===== src/hdl/cio_defs.svh =====
// Offsets, field positions and reset values of the clocked I/O port block.
// Assumes a single clock domain and an AXI4-Lite master on the register side.
`ifndef CIO_DEFS_SVH
`define CIO_DEFS_SVH
`define CIO_NPORT 5
`define CIO_NCB 6
`define CIO_NPIN 32
`define CIO_LINK_LO 24
// Port register word index inside a port window
`define CIO_IDX_CTRL 3'h0
`define CIO_IDX_DATA 3'h1
`define CIO_IDX_CNT 3'h2
`define CIO_IDX_TIME 3'h3
`define CIO_IDX_TSTAMP 3'h4
`define CIO_IDX_COND 3'h5
`define CIO_OFF_STATUS 12'h100
`define CIO_OFF_MASK 12'h104
`define CIO_OFF_LINK 12'h108
`define CIO_OFF_CB_BASE 12'h140
// Control and clock block config field positions
`define CIO_C_EN 0
`define CIO_C_OUT 1
`define CIO_C_OD 2
`define CIO_C_TIMED 3
`define CIO_C_COND 4
`define CIO_C_STBIN 5
`define CIO_C_STBOUT 6
`define CIO_C_CB_LSB 8
`define CIO_CB_SRC_PIN 0
`define CIO_CB_DIV_LSB 8
`define CIO_CTRL_RST 16'h0000
`define CIO_RESP_OKAY 2'b00
`define CIO_RESP_SLVERR 2'b10
`endif


===== src/hdl/cio_pkg.sv =====
// Types shared by the clocked I/O port block.
// Assumes the constants header is on the include path.
`include "cio_defs.svh"
package cio_pkg;
  typedef struct packed {
    logic [`CIO_NPORT-1:0][15:0] ctrl;
    logic [`CIO_NPORT-1:0][31:0] xfer;
    logic [`CIO_NPORT-1:0][31:0] shreg;
    logic [`CIO_NPORT-1:0][31:0] pout;
    logic [`CIO_NPORT-1:0][5:0] pos;
    logic [`CIO_NPORT-1:0] full;
    logic [`CIO_NPORT-1:0][15:0] cnt;
    logic [`CIO_NPORT-1:0][15:0] tmr;
    logic [`CIO_NPORT-1:0][15:0] tst;
    logic [`CIO_NPORT-1:0][31:0] cond;
    logic [`CIO_NCB-1:0][15:0] cbcfg;
    logic [`CIO_NCB-1:0][7:0] cbdiv;
    logic [`CIO_NCB-1:0] cbtick;
    logic pin0_prev;
    logic [`CIO_NPORT-1:0] stat;
    logic [`CIO_NPORT-1:0] mask;
    logic link;
    logic [`CIO_NPIN-1:0] pin_o;
    logic [`CIO_NPIN-1:0] pin_oen;
    logic [`CIO_NPORT-1:0] stb;
    logic [`CIO_NPORT-1:0] evt;
    logic irq;
    logic aw_got;
    logic w_got;
    logic [11:0] awaddr;
    logic [31:0] wdata;
    logic [3:0] wstrb;
    logic awrdy;
    logic wrdy;
    logic bvalid;
    logic [1:0] bresp;
    logic arrdy;
    logic rvalid;
    logic [31:0] rdata;
    logic [1:0] rresp;
  } cio_state_t;
endpackage


===== src/hdl/cio_port.sv =====
// Clocked I/O port subsystem: five ports, six clock blocks, pin sharing, AXI4-Lite registers.
// Assumes pins and strobes are synchronous to clk_in; the scheduler takes event_out pulses.
`timescale 1ns/100ps
module cio_port import cio_pkg::*; (
  input wire logic clk_in,
  input wire logic rst_n_in,
  input wire logic [11:0] s_axi_awaddr_in,
  input wire logic s_axi_awvalid_in,
  output logic s_axi_awready_out,
  input wire logic [31:0] s_axi_wdata_in,
  input wire logic [3:0] s_axi_wstrb_in,
  input wire logic s_axi_wvalid_in,
  output logic s_axi_wready_out,
  output logic [1:0] s_axi_bresp_out,
  output logic s_axi_bvalid_out,
  input wire logic s_axi_bready_in,
  input wire logic [11:0] s_axi_araddr_in,
  input wire logic s_axi_arvalid_in,
  output logic s_axi_arready_out,
  output logic [31:0] s_axi_rdata_out,
  output logic [1:0] s_axi_rresp_out,
  output logic s_axi_rvalid_out,
  input wire logic s_axi_rready_in,
  input wire logic [31:0] pin_in,
  output logic [31:0] pin_out,
  output logic [31:0] pin_oe_n_out,
  input wire logic [4:0] strobe_in,
  output logic [4:0] strobe_out,
  output logic [4:0] event_out,
  output logic irq_out
);
  // Port k owns pins 0..W-1; narrower ports come first so they win shared pins
  localparam int PW [`CIO_NPORT] = '{1, 4, 8, 16, 32};
  localparam logic [31:0] PMSK [`CIO_NPORT] = '{32'h0000_0001, 32'h0000_000f, 32'h0000_00ff,
                                                 32'h0000_ffff, 32'hffff_ffff};

  cio_state_t s_q;
  cio_state_t s_d;
  logic [4:0] ptick_d;
  logic [4:0] load_d;
  logic [4:0] rxdone_d;

  function automatic logic [31:0] cio_merge(input logic [31:0] o, input logic [31:0] n,
                                            input logic [3:0] st);
    logic [31:0] r;
    r = o;
    for (int i = 0; i < 4; i++) begin
      if (st[i]) begin
        r[8*i +: 8] = n[8*i +: 8];
      end
    end
    return r;
  endfunction

  always_comb begin
    logic pin0_rise;
    logic src;
    logic [7:0] div;
    logic [2:0] cb;
    logic tmatch;
    logic condok;
    logic stbok;
    logic found;
    logic [31:0] nw;
    logic [4:0] evset;
    logic [4:0] clr;
    logic [2:0] k;
    logic [2:0] idx;
    logic [2:0] b;
    logic [11:0] a;
    logic [31:0] rd;
    logic rd_ok;
    pin0_rise = 1'b0;
    src = 1'b0;
    div = 8'h00;
    cb = 3'h0;
    tmatch = 1'b0;
    condok = 1'b0;
    stbok = 1'b0;
    found = 1'b0;
    nw = 32'h0000_0000;
    evset = 5'h00;
    clr = 5'h00;
    k = 3'h0;
    idx = 3'h0;
    b = 3'h0;
    a = 12'h000;
    rd = 32'h0000_0000;
    rd_ok = 1'b0;
    s_d = s_q;
    ptick_d = 5'h00;
    load_d = 5'h00;
    rxdone_d = 5'h00;
    s_d.stb = 5'h00;
    s_d.evt = 5'h00;

    // Clock blocks: block 0 ticks on every reference edge
    pin0_rise = pin_in[0] & ~s_q.pin0_prev;
    s_d.pin0_prev = pin_in[0];
    s_d.cbtick[0] = 1'b1;
    for (int i = 1; i < `CIO_NCB; i++) begin
      src = s_q.cbcfg[i][`CIO_CB_SRC_PIN] ? pin0_rise : 1'b1;
      div = s_q.cbcfg[i][`CIO_CB_DIV_LSB +: 8];
      s_d.cbtick[i] = 1'b0;
      if (src) begin
        if (div == 8'h00 || s_q.cbdiv[i] == div - 8'h01) begin
          s_d.cbtick[i] = 1'b1;
          s_d.cbdiv[i] = 8'h00;
        end else begin
          s_d.cbdiv[i] = s_q.cbdiv[i] + 8'h01;
        end
      end
    end

    // Ports
    for (int p = 0; p < `CIO_NPORT; p++) begin
      cb = s_q.ctrl[p][`CIO_C_CB_LSB +: 3];
      ptick_d[p] = s_q.ctrl[p][`CIO_C_EN] && (cb < 3'd6) && s_q.cbtick[cb];
      tmatch = !s_q.ctrl[p][`CIO_C_TIMED] || (s_q.cnt[p] == s_q.tmr[p]);
      condok = !s_q.ctrl[p][`CIO_C_COND] || ((pin_in & PMSK[p]) == (s_q.cond[p] & PMSK[p]));
      stbok = !s_q.ctrl[p][`CIO_C_STBIN] || strobe_in[p];
      if (ptick_d[p]) begin
        s_d.cnt[p] = s_q.cnt[p] + 16'h0001;
        if (s_q.ctrl[p][`CIO_C_OUT]) begin
          // Output slices leave W bits per tick, low bits first
          if (s_q.pos[p] != 6'h00) begin
            s_d.pout[p] = s_q.shreg[p] & PMSK[p];
            s_d.shreg[p] = s_q.shreg[p] >> PW[p];
            s_d.pos[p] = s_q.pos[p] - 6'h01;
            s_d.stb[p] = s_q.ctrl[p][`CIO_C_STBOUT];
          end else if (s_q.full[p] && tmatch) begin
            load_d[p] = 1'b1;
            s_d.pout[p] = s_q.xfer[p] & PMSK[p];
            s_d.shreg[p] = s_q.xfer[p] >> PW[p];
            s_d.pos[p] = 6'(32 / PW[p] - 1);
            s_d.full[p] = 1'b0;
            s_d.tst[p] = s_q.cnt[p];
            s_d.stb[p] = s_q.ctrl[p][`CIO_C_STBOUT];
          end
        end else if (stbok && (s_q.pos[p] != 6'h00 || (tmatch && condok))) begin
          nw = (s_q.shreg[p] >> PW[p]) | ((pin_in & PMSK[p]) << (32 - PW[p]));
          s_d.shreg[p] = nw;
          if (s_q.pos[p] == 6'(32 / PW[p] - 1)) begin
            // Overrun overwrites the unread word; newest data wins
            rxdone_d[p] = 1'b1;
            s_d.xfer[p] = nw;
            s_d.full[p] = 1'b1;
            s_d.pos[p] = 6'h00;
            s_d.tst[p] = s_q.cnt[p];
          end else begin
            s_d.pos[p] = s_q.pos[p] + 6'h01;
          end
        end
      end
      s_d.evt[p] = load_d[p] | rxdone_d[p];
      evset[p] = load_d[p] | rxdone_d[p];
    end

    // Pin ownership: narrowest enabled port wins, link overrides all ports on pins 24 and up
    for (int n = 0; n < `CIO_NPIN; n++) begin
      found = 1'b0;
      s_d.pin_o[n] = 1'b0;
      s_d.pin_oen[n] = 1'b1;
      for (int p = 0; p < `CIO_NPORT; p++) begin
        if (!found && s_q.ctrl[p][`CIO_C_EN] && n < PW[p]) begin
          found = 1'b1;
          if (s_q.ctrl[p][`CIO_C_OUT]) begin
            if (s_q.ctrl[p][`CIO_C_OD]) begin
              s_d.pin_oen[n] = s_q.pout[p][n];
            end else begin
              s_d.pin_o[n] = s_q.pout[p][n];
              s_d.pin_oen[n] = 1'b0;
            end
          end
        end
      end
      if (s_q.link && n >= `CIO_LINK_LO) begin
        s_d.pin_o[n] = 1'b0;
        s_d.pin_oen[n] = 1'b1;
      end
    end

    // AXI4-Lite write: address and data in either order, answer next cycle
    if (s_axi_awvalid_in && s_q.awrdy) begin
      s_d.aw_got = 1'b1;
      s_d.awaddr = s_axi_awaddr_in;
    end
    if (s_axi_wvalid_in && s_q.wrdy) begin
      s_d.w_got = 1'b1;
      s_d.wdata = s_axi_wdata_in;
      s_d.wstrb = s_axi_wstrb_in;
    end
    if (s_q.bvalid && s_axi_bready_in) begin
      s_d.bvalid = 1'b0;
    end
    if (s_q.aw_got && s_q.w_got && !s_q.bvalid) begin
      a = s_q.awaddr;
      k = a[7:5];
      idx = a[4:2];
      s_d.aw_got = 1'b0;
      s_d.w_got = 1'b0;
      s_d.bvalid = 1'b1;
      s_d.bresp = `CIO_RESP_OKAY;
      if (a[11:8] == 4'h0 && k < 3'd5 && idx <= `CIO_IDX_COND) begin
        case (idx)
          `CIO_IDX_CTRL: begin
            s_d.ctrl[k] = 16'(cio_merge({16'h0000, s_q.ctrl[k]}, s_q.wdata, s_q.wstrb));
            s_d.pos[k] = 6'h00;
            s_d.full[k] = 1'b0;
          end
          `CIO_IDX_DATA: begin
            if (s_q.ctrl[k][`CIO_C_OUT]) begin
              s_d.xfer[k] = cio_merge(s_q.xfer[k], s_q.wdata, s_q.wstrb);
              s_d.full[k] = 1'b1;
            end
          end
          `CIO_IDX_TIME: s_d.tmr[k] = 16'(cio_merge({16'h0000, s_q.tmr[k]}, s_q.wdata, s_q.wstrb));
          `CIO_IDX_COND: s_d.cond[k] = cio_merge(s_q.cond[k], s_q.wdata, s_q.wstrb);
          default: begin
          end
        endcase
      end else if (a[11:2] == `CIO_OFF_STATUS >> 2) begin
        clr = s_q.wdata[4:0] & {5{s_q.wstrb[0]}};
      end else if (a[11:2] == `CIO_OFF_MASK >> 2) begin
        s_d.mask = s_q.wstrb[0] ? s_q.wdata[4:0] : s_q.mask;
      end else if (a[11:2] == `CIO_OFF_LINK >> 2) begin
        s_d.link = s_q.wstrb[0] ? s_q.wdata[0] : s_q.link;
      end else if (a >= `CIO_OFF_CB_BASE && a < `CIO_OFF_CB_BASE + 12'h018) begin
        b = 3'((a - `CIO_OFF_CB_BASE) >> 2);
        // Block 0 is the fixed reference and ignores writes
        if (b != 3'h0) begin
          s_d.cbcfg[b] = 16'(cio_merge({16'h0000, s_q.cbcfg[b]}, s_q.wdata, s_q.wstrb));
        end
      end else begin
        s_d.bresp = `CIO_RESP_SLVERR;
      end
    end
    // Set wins over a write-one clear landing in the same cycle
    s_d.stat = (s_q.stat & ~clr) | evset;
    s_d.irq = |(s_d.stat & s_d.mask);
    s_d.awrdy = !s_d.aw_got && !s_d.bvalid;
    s_d.wrdy = !s_d.w_got && !s_d.bvalid;

    // AXI4-Lite read: data registered on the same edge that takes the address
    if (s_q.rvalid && s_axi_rready_in) begin
      s_d.rvalid = 1'b0;
    end
    if (s_axi_arvalid_in && s_q.arrdy) begin
      a = s_axi_araddr_in;
      k = a[7:5];
      idx = a[4:2];
      rd_ok = 1'b1;
      if (a[11:8] == 4'h0 && k < 3'd5 && idx <= `CIO_IDX_COND) begin
        case (idx)
          `CIO_IDX_CTRL: rd = {16'h0000, s_q.ctrl[k]};
          `CIO_IDX_DATA: begin
            rd = s_q.xfer[k];
            if (!s_q.ctrl[k][`CIO_C_OUT] && !rxdone_d[k]) begin
              s_d.full[k] = 1'b0;
            end
          end
          `CIO_IDX_CNT: rd = {16'h0000, s_q.cnt[k]};
          `CIO_IDX_TIME: rd = {16'h0000, s_q.tmr[k]};
          `CIO_IDX_TSTAMP: rd = {16'h0000, s_q.tst[k]};
          `CIO_IDX_COND: rd = s_q.cond[k];
          default: rd_ok = 1'b0;
        endcase
      end else if (a[11:2] == `CIO_OFF_STATUS >> 2) begin
        rd = {27'h0, s_q.stat};
      end else if (a[11:2] == `CIO_OFF_MASK >> 2) begin
        rd = {27'h0, s_q.mask};
      end else if (a[11:2] == `CIO_OFF_LINK >> 2) begin
        rd = {31'h0, s_q.link};
      end else if (a >= `CIO_OFF_CB_BASE && a < `CIO_OFF_CB_BASE + 12'h018) begin
        b = 3'((a - `CIO_OFF_CB_BASE) >> 2);
        rd = {16'h0000, s_q.cbcfg[b]};
      end else begin
        rd_ok = 1'b0;
      end
      s_d.rvalid = 1'b1;
      s_d.rdata = rd;
      s_d.rresp = rd_ok ? `CIO_RESP_OKAY : `CIO_RESP_SLVERR;
    end
    s_d.arrdy = !s_d.rvalid;
  end

  always_ff @(posedge clk_in) begin
    if (!rst_n_in) begin
      s_q <= '0;
      s_q.ctrl <= {`CIO_NPORT{`CIO_CTRL_RST}};
      s_q.pin_oen <= '1;
      // Idle high, so a pulled-up pin shows no false rise after reset
      s_q.pin0_prev <= 1'b1;
      s_q.awrdy <= 1'b1;
      s_q.wrdy <= 1'b1;
      s_q.arrdy <= 1'b1;
    end else begin
      s_q <= s_d;
    end
  end

  assign s_axi_awready_out = s_q.awrdy;
  assign s_axi_wready_out = s_q.wrdy;
  assign s_axi_bresp_out = s_q.bresp;
  assign s_axi_bvalid_out = s_q.bvalid;
  assign s_axi_arready_out = s_q.arrdy;
  assign s_axi_rdata_out = s_q.rdata;
  assign s_axi_rresp_out = s_q.rresp;
  assign s_axi_rvalid_out = s_q.rvalid;
  assign pin_out = s_q.pin_o;
  assign pin_oe_n_out = s_q.pin_oen;
  assign strobe_out = s_q.stb;
  assign event_out = s_q.evt;
  assign irq_out = s_q.irq;
endmodule


===== config.mk =====
export PLATFORM = sky130hd
export DESIGN_NAME = cio_port
export DESIGN_NICKNAME = d
export VERILOG_FILES = /design/src/hdl/cio_pkg.sv /design/src/hdl/cio_port.sv
export VERILOG_INCLUDE_DIRS = /design/src /design/src/hdl
export SDC_FILE = /design/constraint.sdc
export NUM_CORES = 2
export LEC_CHECK = 0
export ABC_AREA = 1
export BUFFER_PORTS_ARGS = -buffer_cell sky130_fd_sc_hd__buf_2
export CAP_MARGIN = 30
export CORE_MARGIN = 2
export CORE_UTILIZATION = 50
export DETAILED_ROUTE_END_ITERATION = 10
export PLACE_DENSITY_LB_ADDON = 0.15
export SYNTH_ARGS = -nofsm -noshare
export SYNTH_HDL_FRONTEND = slang
export SYNTH_SLANG_ARGS = --single-unit

===== constraint.sdc =====
create_clock -name clk_in -period 2.2 [get_ports clk_in]
set_clock_uncertainty 0.15 [all_clocks]
set_input_delay 0.22 -clock clk_in [delete_from_list [all_inputs] [get_ports clk_in]]
set_output_delay 0.22 -clock clk_in [all_outputs]
set_load 0.03 [all_outputs]

==> results.tsv <==
stage	metric	value	unit
layout	area grow syn2layout	40.2	%
layout	Layout Nets	10500	
floorplan	Die Wd	355	um
hold_path	worst hold stages	7	
status	failing checks	setup timing	
grt	initial antenna violation count	24	
floorplan	# rows	128	
logic_synthesis	top cells by area, synth	dfxtp_1 39%, o21ai_0 11%, nand2_1 9.5%, a21oi_1 7.9%, inv_1 5.7%	
floorplan	die area	0.126	sq mm
layout	final core utilization	70.8	%
grt	GRT Overall Usage	51.6	%
drt	Via density	6.36	
status	outcome	finished, violations left	
power_and_ir_drop	maximum VDD drop	0.000882	V
logic_synthesis	cell count after synthesis	8895	
cts	CTS Root Cell	clkbuf_16	
critical_path	Worst Setup Start Kind	flop	
logic_synthesis	Async SR Flop Fraction	0	%
power_and_ir_drop	leakage	36.4	nW
logic_synthesis	Yosys top cell area share	39.3	%
logic_synthesis	syn avg cell area	6.93	sq um
power_and_ir_drop	pwr dens	588	mW/mm^2
critical_path	CP Class	reg -> reg	
logic_synthesis	post-synthesis sequential area ratio	39.3	%
drt	initial drt markers	12800	
logic_synthesis	ys flop type	dfxtp_1	
floorplan	Ports	220	
place	DP HPWL	239	mm
logic_synthesis	Post-Syn Area	0.0617	sq mm
sta	Final setup viols	977	
layout	share of cells above drive strength 1	26.8	%
floorplan	Core Region	0.122	sq mm
critical_path	Critical Path AT	3.29	ns
run	max_cap viols	0	
grt	vias in the first global route	70600	
sta	Final min period	2.71	ns
sta	maximum clock rate	369	MHz
logic_synthesis	Post-synth EDFFs	0	
layout	post-route insts no fill	12100	
cts	CTS H-tree depth	4	
sta	post-route setup slack	-0.510	ns
sta	RSZ-0062 raised after global routing	yes	
place	routability cong.	1.10	
cts	Reg clk slew, reported paths	0.06	ns
cts	cts bufs inserted	137	
cts	CTS tree	done	
grt	grt ovf	0	
logic_synthesis	leading area contributor after synthesis	dfxtp_1	
hold_path	min-delay worst type	in -> reg	
drt	Detailed Route WL	345	mm
logic_synthesis	Yosys reg bits	1212	
grt	first-pass GRT wire length	480	mm
critical_path	Worst setup EP type	flop	
logic_synthesis	count leader, synth	nand2_1	
cts	maximum buffer depth of the clock tree	3	
floorplan	Die Y	355	um
logic_synthesis	top post-synthesis cells by count	1554 x nand2_1, 1315 x o21ai_0, 1212 x dfxtp_1	
drt	drt pass-1 iters	8	
critical_path	Data required, critical path	2.78	ns
drt	DRT antenna net count	0	
sta	Worst Max-Slew Pin Slew	0.806	ns
cts	CTS sink cnt	1212	
sta	setup_tns	-218.71	ns
sta	Fin. Hold Viols	0	
sta	Final Cycle Share	123	%
grt	largest net degree at the start of global routing	120	
sta	Pins Over Slew Limit	0	
logic_synthesis	Yosys Warn Count	0	
drt	Residual DRC	0	
drt	wire per inst	28.5	um
critical_path	FF-to-FF path depth	20	
floorplan	Initial Utilization	50.5	%
place	Port Buffer Count	213	
layout	Fill cells	10000	
cts	Clock Latency Late Sink	0.82	ns
sta	Slew Limit Headroom	46.2	%
logic_synthesis	unique cell type count in the Yosys netlist	65	
place	Placed Cells	11500	
drt	Vias	77000	
critical_path	Worst Path Max Fanout	8	
place	pre-CTS setup slack	-0.930	ns
## path summary, 6_finish.rpt
path                                 from   endpoint  slack, ns
worst max-delay path             s_q[660]   s_q[928]      -0.51
worst min-delay path            pin_in[2]  s_q[1145]       0.04
worst max register to register   s_q[660]   s_q[928]      -0.51
worst min register to register   s_q[234]   s_q[234]       0.29
## per-layer routing
layer	track usage [%]	vias to the layer above	share of wire, %
met5	0	-	0.037
met4	42.1	16	11
met1	61.7	35500	34
li1	-	33100	-
met3	18.9	1897	15
met2	73.9	6439	40
## area by class of cell
class,count,area [sq um],area share [%]
multi-input combinational,5987,32600,37.7
sequential,1212,24400,28.2
tap,1625,2030,2.35
clock inverter,36,417,0.482
antenna,12,30.0,0.0347
timing repair inverter,2,16.3,0.0188
clock buffer,199,4010,4.63
timing repair buffer,2042,19100,22.1
inverter,998,3900,4.51
## timing repair
item / CTS / global route
setup endpoints to repair: 922 / 1041
buffers inserted: 92 / 66
resized for setup: 662 / 482
cloned: 52 / 23
pin swaps: 127 / 161
hold buffers: 135 / 2
hold endpoints to repair: 492 / 12
## cell usage in the layout (no fill, tap or decap), drive strengths merged, types with 59 or more instances in the layout
cell and count:
a31oi 173, o22ai 199, nand3 223, nand4 86, buf 1886, inv 986
clkbuf 217, o211ai 133, o21ai 1364, a21oi 976, nor2 612, dlygate4sd3 129
nand2 1574, a211oi 59, xor2 101, dfxtp 1212, nor3 92
## through the flow
step	hold WS, ns	cell area [sq um]	total power (W)
after floorplan	0.0977	61700	0.0244
after global placement	0.265	74300	0.0270
after detailed placement	0.276	74300	0.0270
after CTS	0.0137	84200	0.0501
after global routing	0.0553	86400	0.0515
final	0.0434	86400	0.0508
## where the power goes
group          leakage (nW)  internal, W  switching, W  total, W
registers              9.83       0.0221      0.000121    0.0222
clock network          2.16       0.0133        0.0100    0.0233
logic                  24.4      0.00177       0.00350   0.00527
total                  36.4       0.0372        0.0136    0.0508
## critical path, stage by stage (launching register included)
cell	delay, ns
dfxtp_1	0.37
inv_2	0.05
nand2_1	0.05
nand2_1	0.06
nor2_2	0.11
nand2_2	0.11
nor2_4	0.25
nand2_2	0.10
nand2_2	0.10
nand2_2	0.08
nand2_2	0.10
buf_4	0.11
nand2_2	0.05
inv_2	0.07
nand2_4	0.06
nand2_8	0.12
buf_6	0.14
buf_8	0.14
buf_16	0.19
o21ai_2	0.07
a31oi_1	0.12
## state kept, by name, indices dropped and copies added (netlist names)
| register | flops |
|---|---|
| event_out | 5 |
| irq_out | 1 |
| pin_oe_n_out | 32 |
| pin_out | 32 |
| s_axi_arready_out | 1 |
| s_axi_awready_out | 1 |
| s_axi_bresp_out | 1 |
| s_axi_bvalid_out | 1 |
| s_axi_rdata_out | 32 |
| s_axi_rresp_out | 1 |
| s_axi_rvalid_out | 1 |
| s_axi_wready_out | 1 |
| s_q | 1098 |
| strobe_out | 5 |
## cell families after synthesis
kind of cell             Yosys count  share of synthesized area (%)
AO/OA/AOI/OAI                   3160                           28.7
XOR/XNOR                         153                           2.17
adder cells (fa/ha/maj)           26                          0.528
buffers and inverters           1697                           11.5
flip-flops                      1212                           39.3
multiplexers                      13                          0.211
other                              1                        0.00608
AND/OR/NAND/NOR                 2633                           17.6
Power figures use the tool's default switching activity.
